### src/sweep_handler_pkg.sv
package sweep_handler_pkg;
  // ----------------------------------------
  // Sweep geometry
  // ----------------------------------------
  localparam int MAX_POINTS = 10;
  localparam int PT_IDX_W = 4;
  localparam logic [PT_IDX_W-1:0] FIRST_POINT = 4'h0;
  localparam logic [PT_IDX_W-1:0] PT_ONE = 4'h1;

  // ----------------------------------------
  // Reset values of handler pins (active low, so idle is high)
  // ----------------------------------------
  localparam logic PIN_IDLE = 1'b1;
  localparam logic PIN_ACTIVE = 1'b0;
  localparam logic [MAX_POINTS-1:0] FAIL_NONE = 10'h000;

  // ----------------------------------------
  // Sequencer states
  // ----------------------------------------
  typedef enum logic [2:0] {
    ST_IDLE = 3'b000,
    ST_MEAS = 3'b001,
    ST_CMP = 3'b010,
    ST_STEP_WAIT = 3'b011,
    ST_DONE = 3'b100
  } sweep_state_t;
endpackage

### src/list_sweep_handler_signals.sv
`timescale 1ns/10ps
module list_sweep_handler_signals
  import sweep_handler_pkg::*;
#(
  parameter int NUM_POINTS = MAX_POINTS
) (
  // Clock and reset
  input wire logic clk_in,
  input wire logic sys_rst_in,
  // Sweep setup
  input wire logic sequential_sweep_in,
  input wire logic ext_trigger_mode_in,
  input wire logic int_trigger_in,
  input wire logic ext_trigger_n_in,
  // Measurement engine
  input wire logic analog_done_in,
  input wire logic cmp_done_in,
  input wire logic cmp_fail_in,
  // Engine control
  output logic meas_start_out,
  output logic [PT_IDX_W-1:0] point_index_out,
  // Handler pins
  output logic [NUM_POINTS-2:0] point_fail_n_out,
  output logic point_fail_10_n_out,
  output logic overall_judgement_n_out,
  output logic analog_done_n_out,
  output logic meas_end_n_out
);

  // ----------------------------------------
  // State
  // ----------------------------------------
  sweep_state_t state_reg, state_next;
  logic [PT_IDX_W-1:0] pt_reg, pt_next;
  logic [NUM_POINTS-1:0] fail_acc_reg, fail_acc_next;
  logic [NUM_POINTS-1:0] fail_out_reg, fail_out_next;
  logic judge_reg, judge_next;
  logic index_reg, index_next;
  logic end_reg, end_next;
  logic start_reg, start_next;
  logic trig_prev_reg;
  logic trig_rise;
  logic go;
  logic last_pt;

  // Handler trigger fires on the pin's low-to-high edge; the detector resets to the
  // pin's idle high level, so no false edge follows reset
  assign trig_rise = ~trig_prev_reg & ext_trigger_n_in;
  assign go = ext_trigger_mode_in ? trig_rise : int_trigger_in;
  assign last_pt = (pt_reg == PT_IDX_W'(NUM_POINTS - 1));

  // Next-state logic of the sweep sequencer
  always_comb begin
    state_next = state_reg;
    pt_next = pt_reg;
    fail_acc_next = fail_acc_reg;
    fail_out_next = fail_out_reg;
    judge_next = judge_reg;
    index_next = PIN_IDLE; // Analog-done is a one-cycle low pulse
    end_next = end_reg;
    start_next = 1'b0;
    case (state_reg)
      ST_IDLE, ST_DONE: begin
        if (go) begin
          state_next = ST_MEAS;
          pt_next = FIRST_POINT;
          fail_acc_next = FAIL_NONE;
          start_next = 1'b1;
          end_next = PIN_IDLE; // End mark holds until here; fail pins and judgement hold until the next list's last comparison
        end
      end
      ST_MEAS: begin
        if (analog_done_in) begin
          state_next = ST_CMP;
          // Step mode flags every point, sequential only the last
          if (!sequential_sweep_in || last_pt) begin
            index_next = PIN_ACTIVE;
          end
        end
      end
      ST_CMP: begin
        if (cmp_done_in) begin
          fail_acc_next[pt_reg] = cmp_fail_in;
          if (last_pt) begin
            state_next = ST_DONE;
            // Publish only after the whole sweep completes
            fail_out_next = fail_acc_reg;
            fail_out_next[pt_reg] = cmp_fail_in;
            judge_next = (|fail_acc_reg) | cmp_fail_in;
            end_next = PIN_ACTIVE;
          end else if (!sequential_sweep_in) begin
            state_next = ST_STEP_WAIT;
            end_next = PIN_ACTIVE; // Step comparison finished
          end else begin
            state_next = ST_MEAS;
            pt_next = pt_reg + PT_ONE;
            start_next = 1'b1;
          end
        end
      end
      ST_STEP_WAIT: begin
        // Step mode waits for a trigger per point
        if (go) begin
          state_next = ST_MEAS;
          pt_next = pt_reg + PT_ONE;
          start_next = 1'b1;
          end_next = PIN_IDLE;
        end
      end
      default: begin
        state_next = ST_IDLE;
      end
    endcase
  end

  // Register stage
  always_ff @(posedge clk_in) begin
    if (sys_rst_in) begin
      state_reg <= ST_IDLE;
      pt_reg <= FIRST_POINT;
      fail_acc_reg <= FAIL_NONE;
      fail_out_reg <= FAIL_NONE;
      judge_reg <= 1'b0;
      index_reg <= PIN_IDLE;
      end_reg <= PIN_IDLE;
      start_reg <= 1'b0;
      trig_prev_reg <= PIN_IDLE;
    end else begin
      state_reg <= state_next;
      pt_reg <= pt_next;
      fail_acc_reg <= fail_acc_next;
      fail_out_reg <= fail_out_next;
      judge_reg <= judge_next;
      index_reg <= index_next;
      end_reg <= end_next;
      start_reg <= start_next;
      trig_prev_reg <= ext_trigger_n_in;
    end
  end

  // ----------------------------------------
  // Pin drive
  // ----------------------------------------
  logic [NUM_POINTS-1:0] fail_n_reg;

  // Fail flags inverted to active low; loaded on the edge of the end mark,
  // never with analog-done, so a handler that swaps parts early reads nothing new
  always_ff @(posedge clk_in) begin
    if (sys_rst_in) begin
      fail_n_reg <= {NUM_POINTS{PIN_IDLE}};
      overall_judgement_n_out <= PIN_IDLE;
    end else begin
      fail_n_reg <= ~fail_out_next;
      overall_judgement_n_out <= ~judge_next;
    end
  end

  // Outputs are plain wires from the registers above
  assign point_fail_n_out = fail_n_reg[NUM_POINTS-2:0];
  assign point_fail_10_n_out = fail_n_reg[NUM_POINTS-1];
  assign analog_done_n_out = index_reg;
  assign meas_end_n_out = end_reg;
  assign meas_start_out = start_reg;
  assign point_index_out = pt_reg;

  // ----------------------------------------
  // Checks
  // ----------------------------------------
  // Final comparison of a list, in either sweep mode
  logic last_cmp;
  assign last_cmp = (state_reg == ST_CMP) && cmp_done_in && last_pt;
endmodule

### config.mk
export PLATFORM = sky130hd
export DESIGN_NAME = list_sweep_handler_signals
export DESIGN_NICKNAME = d
export VERILOG_FILES = /design/src/sweep_handler_pkg.sv /design/src/list_sweep_handler_signals.sv
export SDC_FILE = /design/constraint.sdc
export NUM_CORES = 1
export LEC_CHECK = 0
export ABC_AREA = 1
export BUFFER_PORTS_ARGS = -buffer_cell sky130_fd_sc_hd__buf_4
export CAP_MARGIN = 10
export CORE_AREA = 2 2 56 80
export CTS_CLUSTER_SIZE = 14
export DETAILED_ROUTE_END_ITERATION = 6
export DIE_AREA = 0 0 58 82
export PLACE_DENSITY = 0.69
export SYNTH_ARGS = -nofsm -noshare
export SYNTH_HDL_FRONTEND = slang
export SYNTH_SLANG_ARGS = --single-unit
### constraint.sdc
create_clock -name clk_in -period 3.1 [get_ports clk_in]
set_input_delay 0.31 -clock clk_in [delete_from_list [all_inputs] [get_ports clk_in]]
set_output_delay 0.31 -clock clk_in [all_outputs]
set_load 0.1 [all_outputs]
# [Word-level counts from Yosys, hierarchy flattened]
# Cells that the tools add are included.
[totals] out_inout_bits=18 regBits=43
[classes] magnitude_cmp=2 add_sub_neg=1 bitwise=7 reduce_logical=15 mux=36 n_eq_ne=13
[ops] cell="two-way mux 10 bit" count=5
[ops] cell="two-way mux 4 bit" count=5
[ops] cell="case mux 10 bit (2 select lines)" count=1
[ops] cell="two-way mux 1 bit" count=14
[ops] cell="two-way mux 3 bit" count=4
[ops] cell="inequality test 2 bit, second input constant" count=6
[ops] cell="case mux 4 bit (3 select lines)" count=1
[ops] cell="bitwise mux 10 bit" count=1
[ops] cell="NOT 10 bit" count=1
[ops] cell="OR reduction 10 bit" count=1
[ops] cell="case mux 3 bit (3 select lines)" count=1
[ops] cell="== test 3 x 2 -> 1 bit, second input constant" count=2
[ops] cell="AND reduction 3 bit" count=2
[ops] cell="AND reduction 6 bit" count=1
[ops] cell="OR reduction 3 bit" count=2
[ops] cell="< comparator 4 x 5 -> 1 bit, second input constant" count=1
[ops] cell="adder 4 x 1 -> 4 bit, second input constant" count=1
[ops] cell="demux 1 bit (select 4 bit)" count=1
[ops] cell="== test 4 bit, second input constant" count=1
[ops] cell=">= comparator 4 x 1 -> 1 bit, second input constant" count=1
[ops] cell="NOT 1 bit" count=4
[ops] cell="case mux 1 bit (2 select lines)" count=2
[ops] cell="AND reduction 4 bit" count=1
[ops] cell="nonzero test 2 bit" count=2
[ops] cell="13 further kinds" count=13

# [Longest topological paths before layout]
# Gate-level depths: netlist (run 1).
[depth] depth_word=9 mapped_depth=10 depth_no_buf=10

# [Least setup slack after synthesis (run 1)]
# OpenSTA, ideal clock, no wires.
[synth_timing] path_kind="register to register" startpoint="register pt_reg[0], in the netlist point_index_out[0]" endpoint="register fail_n_reg[8]" arrival_ns=2.090 path_slack_ns=0.900 setup_time_ns=0.111 path_buffers=1 stages_incl_launch_ff=10 t_required_ns=2.989 path_cell_list="dfxtp_1 -> ha_1 -> nand3_2 -> inv_1 -> nand3_4 -> buf_6 -> nand2_1 -> nand2_1 -> nor2_2 -> inv_2"
[synth_via] elab_chain_cells=9 word_cells_on_any_way=11 classes_between="2 x order compare; 1 x eq/ne; 6 x mux; 1 x bitwise; 1 x reduce/logical"
[synth_lines] element="start, declared" line_no="list_sweep_handler_signals.sv:34" text="logic [PT_IDX_W-1:0] pt_reg, pt_next;"
[synth_lines] element="start signal, assigned" line_no="list_sweep_handler_signals.sv:130" text="pt_reg <= pt_next;"
[synth_lines] element="< comparator 4 x 5 -> 1 bit (implied by the code) / >= comparator 4 x 1 -> 1 bit (equally long branches)" line_no="list_sweep_handler_signals.sv:88" text="fail_out_next[pt_reg] = cmp_fail_in;"
[synth_lines] element="logical AND 1 bit (implied by the code)" line_no="list_sweep_handler_signals.sv:88"
[synth_lines] element="two-way mux 1 bit (implied by the code)" line_no="list_sweep_handler_signals.sv:88"
[synth_lines] element="demux 1 bit (select 4 bit)" line_no="list_sweep_handler_signals.sv:88"
[synth_lines] element="bitwise mux 10 bit" line_no="list_sweep_handler_signals.sv:88"
[synth_lines] element="two-way mux 10 bit (*)" line_no="list_sweep_handler_signals.sv:84" text="if (last_pt) begin"
[synth_lines] element="two-way mux 10 bit (*)" line_no="list_sweep_handler_signals.sv:82" text="if (cmp_done_in) begin"
[synth_lines] element="two-way mux 10 bit (*)" line_no="list_sweep_handler_signals.sv:62" text="case (state_reg)"
[synth_lines] element="NOT 10 bit (*)" line_no="list_sweep_handler_signals.sv:153" text="fail_n_reg <= ~fail_out_next;"
[synth_lines] element="end signal, assigned" line_no="list_sweep_handler_signals.sv:150" text="fail_n_reg <= {NUM_POINTS{PIN_IDLE}};"
[synth_lines] element="end signal, assigned" line_no="list_sweep_handler_signals.sv:153"
[synth_lines] element="end, declared" line_no="list_sweep_handler_signals.sv:144" text="logic [NUM_POINTS-1:0] fail_n_reg;"
# Every way passes the cells marked *; elsewhere a longest branch is shown, timed or not.
# A chain may end at the register's enable or synchronous reset.

# [Final worst setup path (run 1)]
[layout_timing] startpoint="register pt_reg[0], in the netlist point_index_out[0]" endpoint="register fail_n_reg[0]"
# The elaborated chain is that of the path after synthesis.

==> impl_summary.md, run 1 <==
Power and ir drop
The static power due to leakage is 1.01 nW. The maximum ir drop on the vdd rail is 0.000596 V. The total power density per cell area is 661 nW/um^2. The design draws 1.50 mW.

Finish
0 antenna diodes ended up in the layout. The filler cell count is 388. For this run, the post-layout net count is 323. In the final layout, the multi-input gates occupy 910 sq um. The fraction of final layout cells with drive strength greater than 1 is 20.3%. The layout-stage area growth over the synthesis result is 15.7%. Across the whole layout, storage elements account for 861 sq um.

STA
The time the final worst path needs with I/O delays and setup is 1630 ps. The post-route setup TNS is 0 ps. The count of endpoints failing hold in the final timing report came to 0. Final hold analysis gives a worst-case slack of 210 ps. Setup repair after global routing left no endpoint under its margin.

The clock arrives with 8.73 ps of skew. For this run, the top clock speed supported by timing is 0.615 GHz. The transition time at the pin with the least slew margin is 576 ps. Setup violations remaining at the end of the flow were counted as 0. The max-slew violation count is 0. The share of the clock period used by the worst path after layout is 52.5%. The worst max-slew margin expressed relative to the limit is 61.3%.

Placement
The HPWL after detailed placement is 2.81 mm. The weighted congestion reported at the end of routability-driven placement is 0.843. The number of buffers added on ports is 26.

GRT
The first-pass GRT wire length is 6.54 mm. The overall routing resource usage is 18.1%. After global routing the overflow that remains totals 0. The number of antenna violations at the first check in global routing was 0. The largest net degree at the start of global routing is 22. The number of global-route vias before repair is 1,538.

Setup path
The required time of the critical path is 3300 ps. The worst setup slack for register-to-register paths is 1470 ps. For the worst setup path, the data arrival time is 1830 ps. The largest fanout on the critical path is 21. The kind of critical path is reg2reg. STA classifies the critical path endpoint as a flip-flop.

The startpoint type of the worst setup path is a flip-flop.

Floorplan
In this run the standard cell core region covers 4060 sq um. The number of ports placed on the die boundary is 27. The area of the die is 4760 sq um.

Measured along the y axis, the die boundary spans 82 um. The floorplan step set the die width to 58 um. The initialized floorplan defines 28 standard-cell rows. The initial core utilization is 48.3%.

CTS
The number of buffers added by the clock tree synthesis step is 5. The largest buffer count on any clock path is 2. The tree is rooted in a sky130_fd_sc_hd__clkbuf_8.

The total of hold buffers inserted after clock tree synthesis is 0. TritonCTS built the clock tree. The number of sinks driven by the clock tree is 43.

After clock tree synthesis, the clock-pin slew on the worst setup and hold paths is 80 ps. The number of H-tree levels is 2. Once the clock tree was built, the setup fixing pass inserted 0 buffers. The worst-skew pair later-pin latency is 300 ps.

In this run, post-CTS repair resized a total of 0 instances.

Synthesis
The number of nets handed over by synthesis was 295. The count of cell types in the netlist is 22. The cell count after synthesis is 282. The netlist area before placement is 1960 sq um. Yosys printed 0 warnings. Sequential elements use 43.8% of the synthesized area.

After synthesis, the mean cell area works out to 6.97 sq um. Counting flops and latches in the post-synthesis netlist gives 43.

Hold path
The type of the most critical hold path is in2reg.

Route
Detailed routing inserted a total of 1,700 vias. After detailed routing, the number of remaining DRC violations is 0. The number of DRC markers after the initial detailed-route iteration is 33. Using the TritonRoute via totals, the vias-per-cell ratio works out to 4.78. The count of antenna-violating nets left after detailed routing is 0.

The number of search-and-repair iterations in the first detailed-routing pass is 4. The final layout contains routed wiring with a total length of 3.80 mm. Dividing the detail-routed wire length by the instance count gives 10.7 um.

Run
The reported max-cap violation count is 0.

Outcome
The run finished with clean final reports.
[per-stage QoR]
stage          cell area [sq um]  util, %  instances  setup slack [ps]
4_1_cts                     2270     55.9        356              1480
3_3_place_gp                2180     53.6        348              1550
2_1_floorplan               1960        -        282               900
3_5_place_dp                2180     53.6        348              1490
6_report                    2270     55.9        356              1470
5_1_grt                     2270     55.9        356              1300
[worst max-delay path: stages, from the launching register on]
cell                      delay (ps)
sky130_fd_sc_hd__dfxtp_1         450
sky130_fd_sc_hd__ha_1            240
sky130_fd_sc_hd__nand3_2         140
sky130_fd_sc_hd__inv_1           140
sky130_fd_sc_hd__nand3_4         210
sky130_fd_sc_hd__nand2_1         120
sky130_fd_sc_hd__nand2_1          60
sky130_fd_sc_hd__nor2_2          130
sky130_fd_sc_hd__inv_2            30
[worst paths after layout]
check,start,to,depth (start not counted)
setup reg to reg,point_index_out[0]$_SDFFE_PP0P_,fail_n_reg[0]$_SDFF_PP1_,8
hold reg to reg,fail_acc_reg[3]$_SDFFE_PP0P_,fail_acc_reg[3]$_SDFFE_PP0P_,2
hold / removal,ext_trigger_n_in,trig_prev_reg$_SDFF_PP1_,2
setup / recovery,point_index_out[0]$_SDFFE_PP0P_,fail_n_reg[0]$_SDFF_PP1_,8
[layout by cell type (no fill, tap or decap)]
cell type and instances:
sky130_fd_sc_hd__a21oi_1 18, sky130_fd_sc_hd__buf_4 26, sky130_fd_sc_hd__clkbuf_8 5, sky130_fd_sc_hd__clkinv_1 1, sky130_fd_sc_hd__clkinvlp_4 2, sky130_fd_sc_hd__dfxtp_1 43, sky130_fd_sc_hd__ha_1 4, sky130_fd_sc_hd__inv_1 35
sky130_fd_sc_hd__inv_2 6, sky130_fd_sc_hd__inv_6 1, sky130_fd_sc_hd__nand2_1 80, sky130_fd_sc_hd__nand2_2 5, sky130_fd_sc_hd__nand3_1 12, sky130_fd_sc_hd__nand3_2 2, sky130_fd_sc_hd__nand3_4 1, sky130_fd_sc_hd__nand4_1 2
sky130_fd_sc_hd__nor2_1 35, sky130_fd_sc_hd__nor2_2 9, sky130_fd_sc_hd__nor2_4 2, sky130_fd_sc_hd__nor3_1 4, sky130_fd_sc_hd__o21ai_0 14, sky130_fd_sc_hd__o21ai_2 1, sky130_fd_sc_hd__or2_2 3
[synthesized netlist by cell type, drive strengths merged]
cell type | count | share of area [%]
nand2 | 85 | 17
nor2 | 46 | 11
dfxtp | 43 | 44
inv | 41 | 7.8
a21oi | 18 | 4.6
nand3 | 15 | 5.0
o21ai | 15 | 4.0
buf | 4 | 1.7
ha | 4 | 2.5
nor3 | 4 | 1.0
or2 | 3 | 0.96
nand4 | 2 | 0.64
clkbuf | 1 | 0.19
clkinv | 1 | 0.19
[cell families (layout without fill, tap and decap cells)]
logic type / Yosys count / after routing / share of synthesized area [%]
buffers and inverters: 47 / 76 / 9.87
adder cells (fa/ha/maj): 4 / 4 / 2.55
flip-flops: 43 / 43 / 43.8
AND/OR/NAND/NOR: 155 / 155 / 35.2
AO/OA/AOI/OAI: 33 / 33 / 8.60
[power breakdown]
group	internal, mW	switching (mW)
registers	0.591	0.0445
logic	0.142	0.364
clock network	0.161	0.201
total	0.893	0.609
[layout make-up]
class                           count  share of cell area, %
Clock inverter                      3                   1.05
Sequential cell                    43                   37.9
Tap cell                           45                   2.48
Inverter                           42                   6.94
Timing Repair Buffer               26                   8.59
Clock buffer                        5                   3.03
Multi-Input combinational cell    192                   40.0
[metal layers]
layer  part of all wire (%)  vias to the layer above  GRT usage, %
met5                      0                        -             0
met4                    3.8                        0          10.5
met3                    3.1                       11          3.78
met2                     51                       35          31.1
met1                     42                      729          20.4
li1                       -                      925             -
Note: power is estimated with default switching activity, not from simulation.
==> inputs of run 2 (changes only) <==
clock period = 1.6 ns   (was 3.1 ns; I/O delays follow)
==> run 2 against run 1 <==
Against the previous run:
- cell area increased by 4.7%
- clock power grew to 2.6 times the previous value
- hold slack got worse by 140 ps
- global-route usage is 0.054 points higher
- power grew 110%
- sequential power is 94% higher
- critical endpoint is now fail_n_reg[6]$_SDFF_PP1_
- largest power group unchanged
- highest routed layer unchanged
==> impl_summary.md, run 2 (same netlist as run 1, synthesis figures left out) <==
Outcome
Run status: completed (unchanged).

Run
The reported max-cap violation count was 0 (unchanged).

CTS
The clock tree from TritonCTS is yes (unchanged). The number of buffers added by the clock tree synthesis step came to 5 (unchanged). The clock transition at the register clock pins on the worst setup and hold paths after CTS is 80 ps (about the same).

The number of sinks driven by the clock tree was 43 (unchanged). The number of H-tree levels is 2 (unchanged). The worst-skew pair later-pin latency came to 290 ps (was 300 ps).

The total of hold buffers inserted after clock tree synthesis came to 0 (unchanged). The root cell of the clock tree is sky130_fd_sc_hd__clkbuf_8 (unchanged). The largest buffer count on any clock path was 2 (unchanged).

Floorplan
The number of ports placed on the die boundary is 27 (unchanged). The number of rows in the core area is 28 (unchanged). The area of the die is 4760 sq um (unchanged).

The die extent in x is 58 um (unchanged). The area of the core is 4060 sq um (unchanged). The overall die height is 82 um (unchanged). The initial core utilization is 48.3% (unchanged).

STA
The number of endpoints failing setup at the final stage is 0 (unchanged). The transition time at the pin with the least slew margin is 282 ps (was 576 ps). The worst max-slew margin expressed relative to the limit is 81.0% (was 61.3%). The time the final worst path needs with I/O delays and setup came to 1480 ps (was 1630 ps). The hold slack is 67.9 ps (was 210 ps).

The final critical-path setup slack is 124 ps (was 1470 ps). The achievable clock frequency came to 0.677 GHz (was 0.615 GHz). Setup repair after global routing missed its margin: false (unchanged). The max-slew violation count is 0 (unchanged). The share of the clock period used by the worst path after layout is 92.3% (was 52.5%). The post-route clock skew is 8.26 ps (was 8.73 ps). The count of endpoints failing hold in the final timing report is 0 (unchanged). The post-route setup TNS came to 0 ps (unchanged).

GRT
The largest net degree at the start of global routing is 22 (unchanged). The number of global-route vias before repair is 1,462 (was 1,538). The first-pass GRT wire length is 6.51 mm (was 6.54 mm). The overall routing resource usage was 18.1% (about the same). The total congestion overflow is 0 (unchanged). The number of antenna violations at the first check in global routing was 0 (unchanged).

Route
The post-detailed-route via-to-cell ratio is 4.84 (was 4.78). The count of antenna-violating nets left after detailed routing is 0 (unchanged). The number of remaining DRC errors came to 0 (unchanged). The number of search-and-repair iterations in the first detailed-routing pass is 4 (unchanged). The total number of vias is 1,738 (was 1,700). The number of DRC markers after the initial detailed-route iteration is 31 (was 33). The routed wirelength normalized by instance count is 11.3 um (was 10.7 um). The total detailed-routing wirelength was 4.04 mm (was 3.80 mm).

Power and ir drop
The overall power of the completed layout came to 3.18 mW (was 1.50 mW). The maximum ir drop on the vdd rail is 0.000966 V (was 0.000596 V). The static power due to leakage is 1.05 nW (was 1.01 nW). The total power density per cell area is 1340 nW/um^2 (was 661 nW/um^2).

Placement
The number of buffers added on ports is 26 (unchanged). The placed cell area is 2220 sq um (was 2180 sq um). The number of cells after detailed placement came to 350 (was 348). The weighted congestion reported at the end of routability-driven placement is 0.830 (was 0.843). The HPWL after detailed placement is 2.85 mm (was 2.81 mm). The setup slack after placement was 56.3 ps (was 1490 ps).

Hold path
The type of the most critical hold path is in2reg (unchanged).

Finish
The net count reported at finish was 326 (was 323). The final core utilization is 58.6% (was 55.9%). The layout-stage area growth over the synthesis result is 21.1% (was 15.7%).

The filler-free cell count of the finished design came to 359 (was 356). The final non-filler cell area is 2380 sq um (was 2270 sq um). The fraction of final layout cells with drive strength greater than 1 is 22.9% (was 20.3%). The commonest non-fill, non-tap cell in the layout is sky130_fd_sc_hd__nand2_1 (unchanged). Leading cell types in the layout, fill and taps excluded: 80 x sky130_fd_sc_hd__nand2_1, 39 x sky130_fd_sc_hd__dfxtp_1, 35 x sky130_fd_sc_hd__nor2_1, 34 x sky130_fd_sc_hd__inv_1, 28 x sky130_fd_sc_hd__buf_4 (was 80 x sky130_fd_sc_hd__nand2_1, 43 x sky130_fd_sc_hd__dfxtp_1, 35 x sky130_fd_sc_hd__inv_1, 35 x sky130_fd_sc_hd__nor2_1, 26 x sky130_fd_sc_hd__buf_4). The filler cell count is 371 (was 388). The number of diodes is 0 (unchanged).

Setup path
The arrival time of data at the critical path endpoint came to 1670 ps (was 1830 ps). The required time of the critical path was 1800 ps (was 3300 ps). The largest fanout on the critical path is 11 (was 21). The delay contributed by the slowest stage of the critical path is 460 ps (was 450 ps). The cell at the slowest stage of the critical path is sky130_fd_sc_hd__dfxtp_1 (unchanged). The kind of critical path was reg2reg (unchanged). The cell repeated most along the worst path is sky130_fd_sc_hd__nand2_1 (unchanged). The kind of capture point of the worst setup path is a flip-flop (unchanged). The startpoint type of the worst setup path is a flip-flop (unchanged). CP Cell Sequence: nand2_2 -> nor2_4 -> nand3_4 -> nand2_1 -> nand2_1 -> nor2_2 -> inv_2 (was ha_1 -> nand3_2 -> inv_1 -> nand3_4 -> nand2_1 -> nand2_1 -> nor2_2 -> inv_2).
-- run 2: cell types whose count changed in the layout (fill, tap and decap cells not counted), moves of 2 or more --
cell | previous run | this run
sky130_fd_sc_hd__clkinvlp_4 | 2 | 0
sky130_fd_sc_hd__dfxtp_4 | 0 | 3
sky130_fd_sc_hd__nand3_4 | 1 | 3
sky130_fd_sc_hd__dfxtp_1 | 43 | 39
sky130_fd_sc_hd__buf_4 | 26 | 28
-- run 2: power breakdown --
part	total (mW)	switching (mW)	internal, mW
combinational	1.02	0.729	0.289
clock	0.931	0.370	0.561
sequential	1.23	0.0875	1.15
-- run 2: critical path, delay by kind of cell, from the launching register on --
kind	cells	cell delay (ps)
and+or+nand+nor	6	880
buffers and inverters	1	40
DFF	1	460
-- run 2: what timing repair did --
action	4_1_cts	5_1_grt
setup buffers	0	0
resized for setup	0	5
endpoints found under the setup margin	0	20
-- run 2: area by class of cell --
cell class | instances | area, sq um | share of cell area [%]
flip-flops and latches | 43 | 873 | 36.7
inverters | 42 | 160 | 6.73
well taps | 45 | 56.3 | 2.37
multi-input cells | 193 | 952 | 40.0
clock inverters | 1 | 30.0 | 1.26
repair buffers | 28 | 210 | 8.83
clock buffers | 7 | 97.6 | 4.10
-- run 2: final timing paths --
check,to,from,cells after the start,slack [ps]
setup / recovery,fail_n_reg[6]$_SDFF_PP1_,state_reg[1]$_SDFFE_PP0P_,7,120
setup reg to reg,fail_n_reg[6]$_SDFF_PP1_,state_reg[1]$_SDFFE_PP0P_,7,120
hold reg to reg,meas_end_n_out$_SDFFE_PP1P_,meas_end_n_out$_SDFFE_PP1P_,2,470
hold / removal,trig_prev_reg$_SDFF_PP1_,ext_trigger_n_in,2,70
-- run 2: per-layer routing --
| metal | part of all wire (%) | vias up | GRT usage, % |
|---|---|---|---|
| met4 | 1.5 | 0 | 7.67 |
| met3 | 4.5 | 5 | 3.78 |
| met5 | 0 | - | 0 |
| li1 | - | 932 | - |
| met2 | 53 | 36 | 33.1 |
| met1 | 41 | 765 | 20.0 |
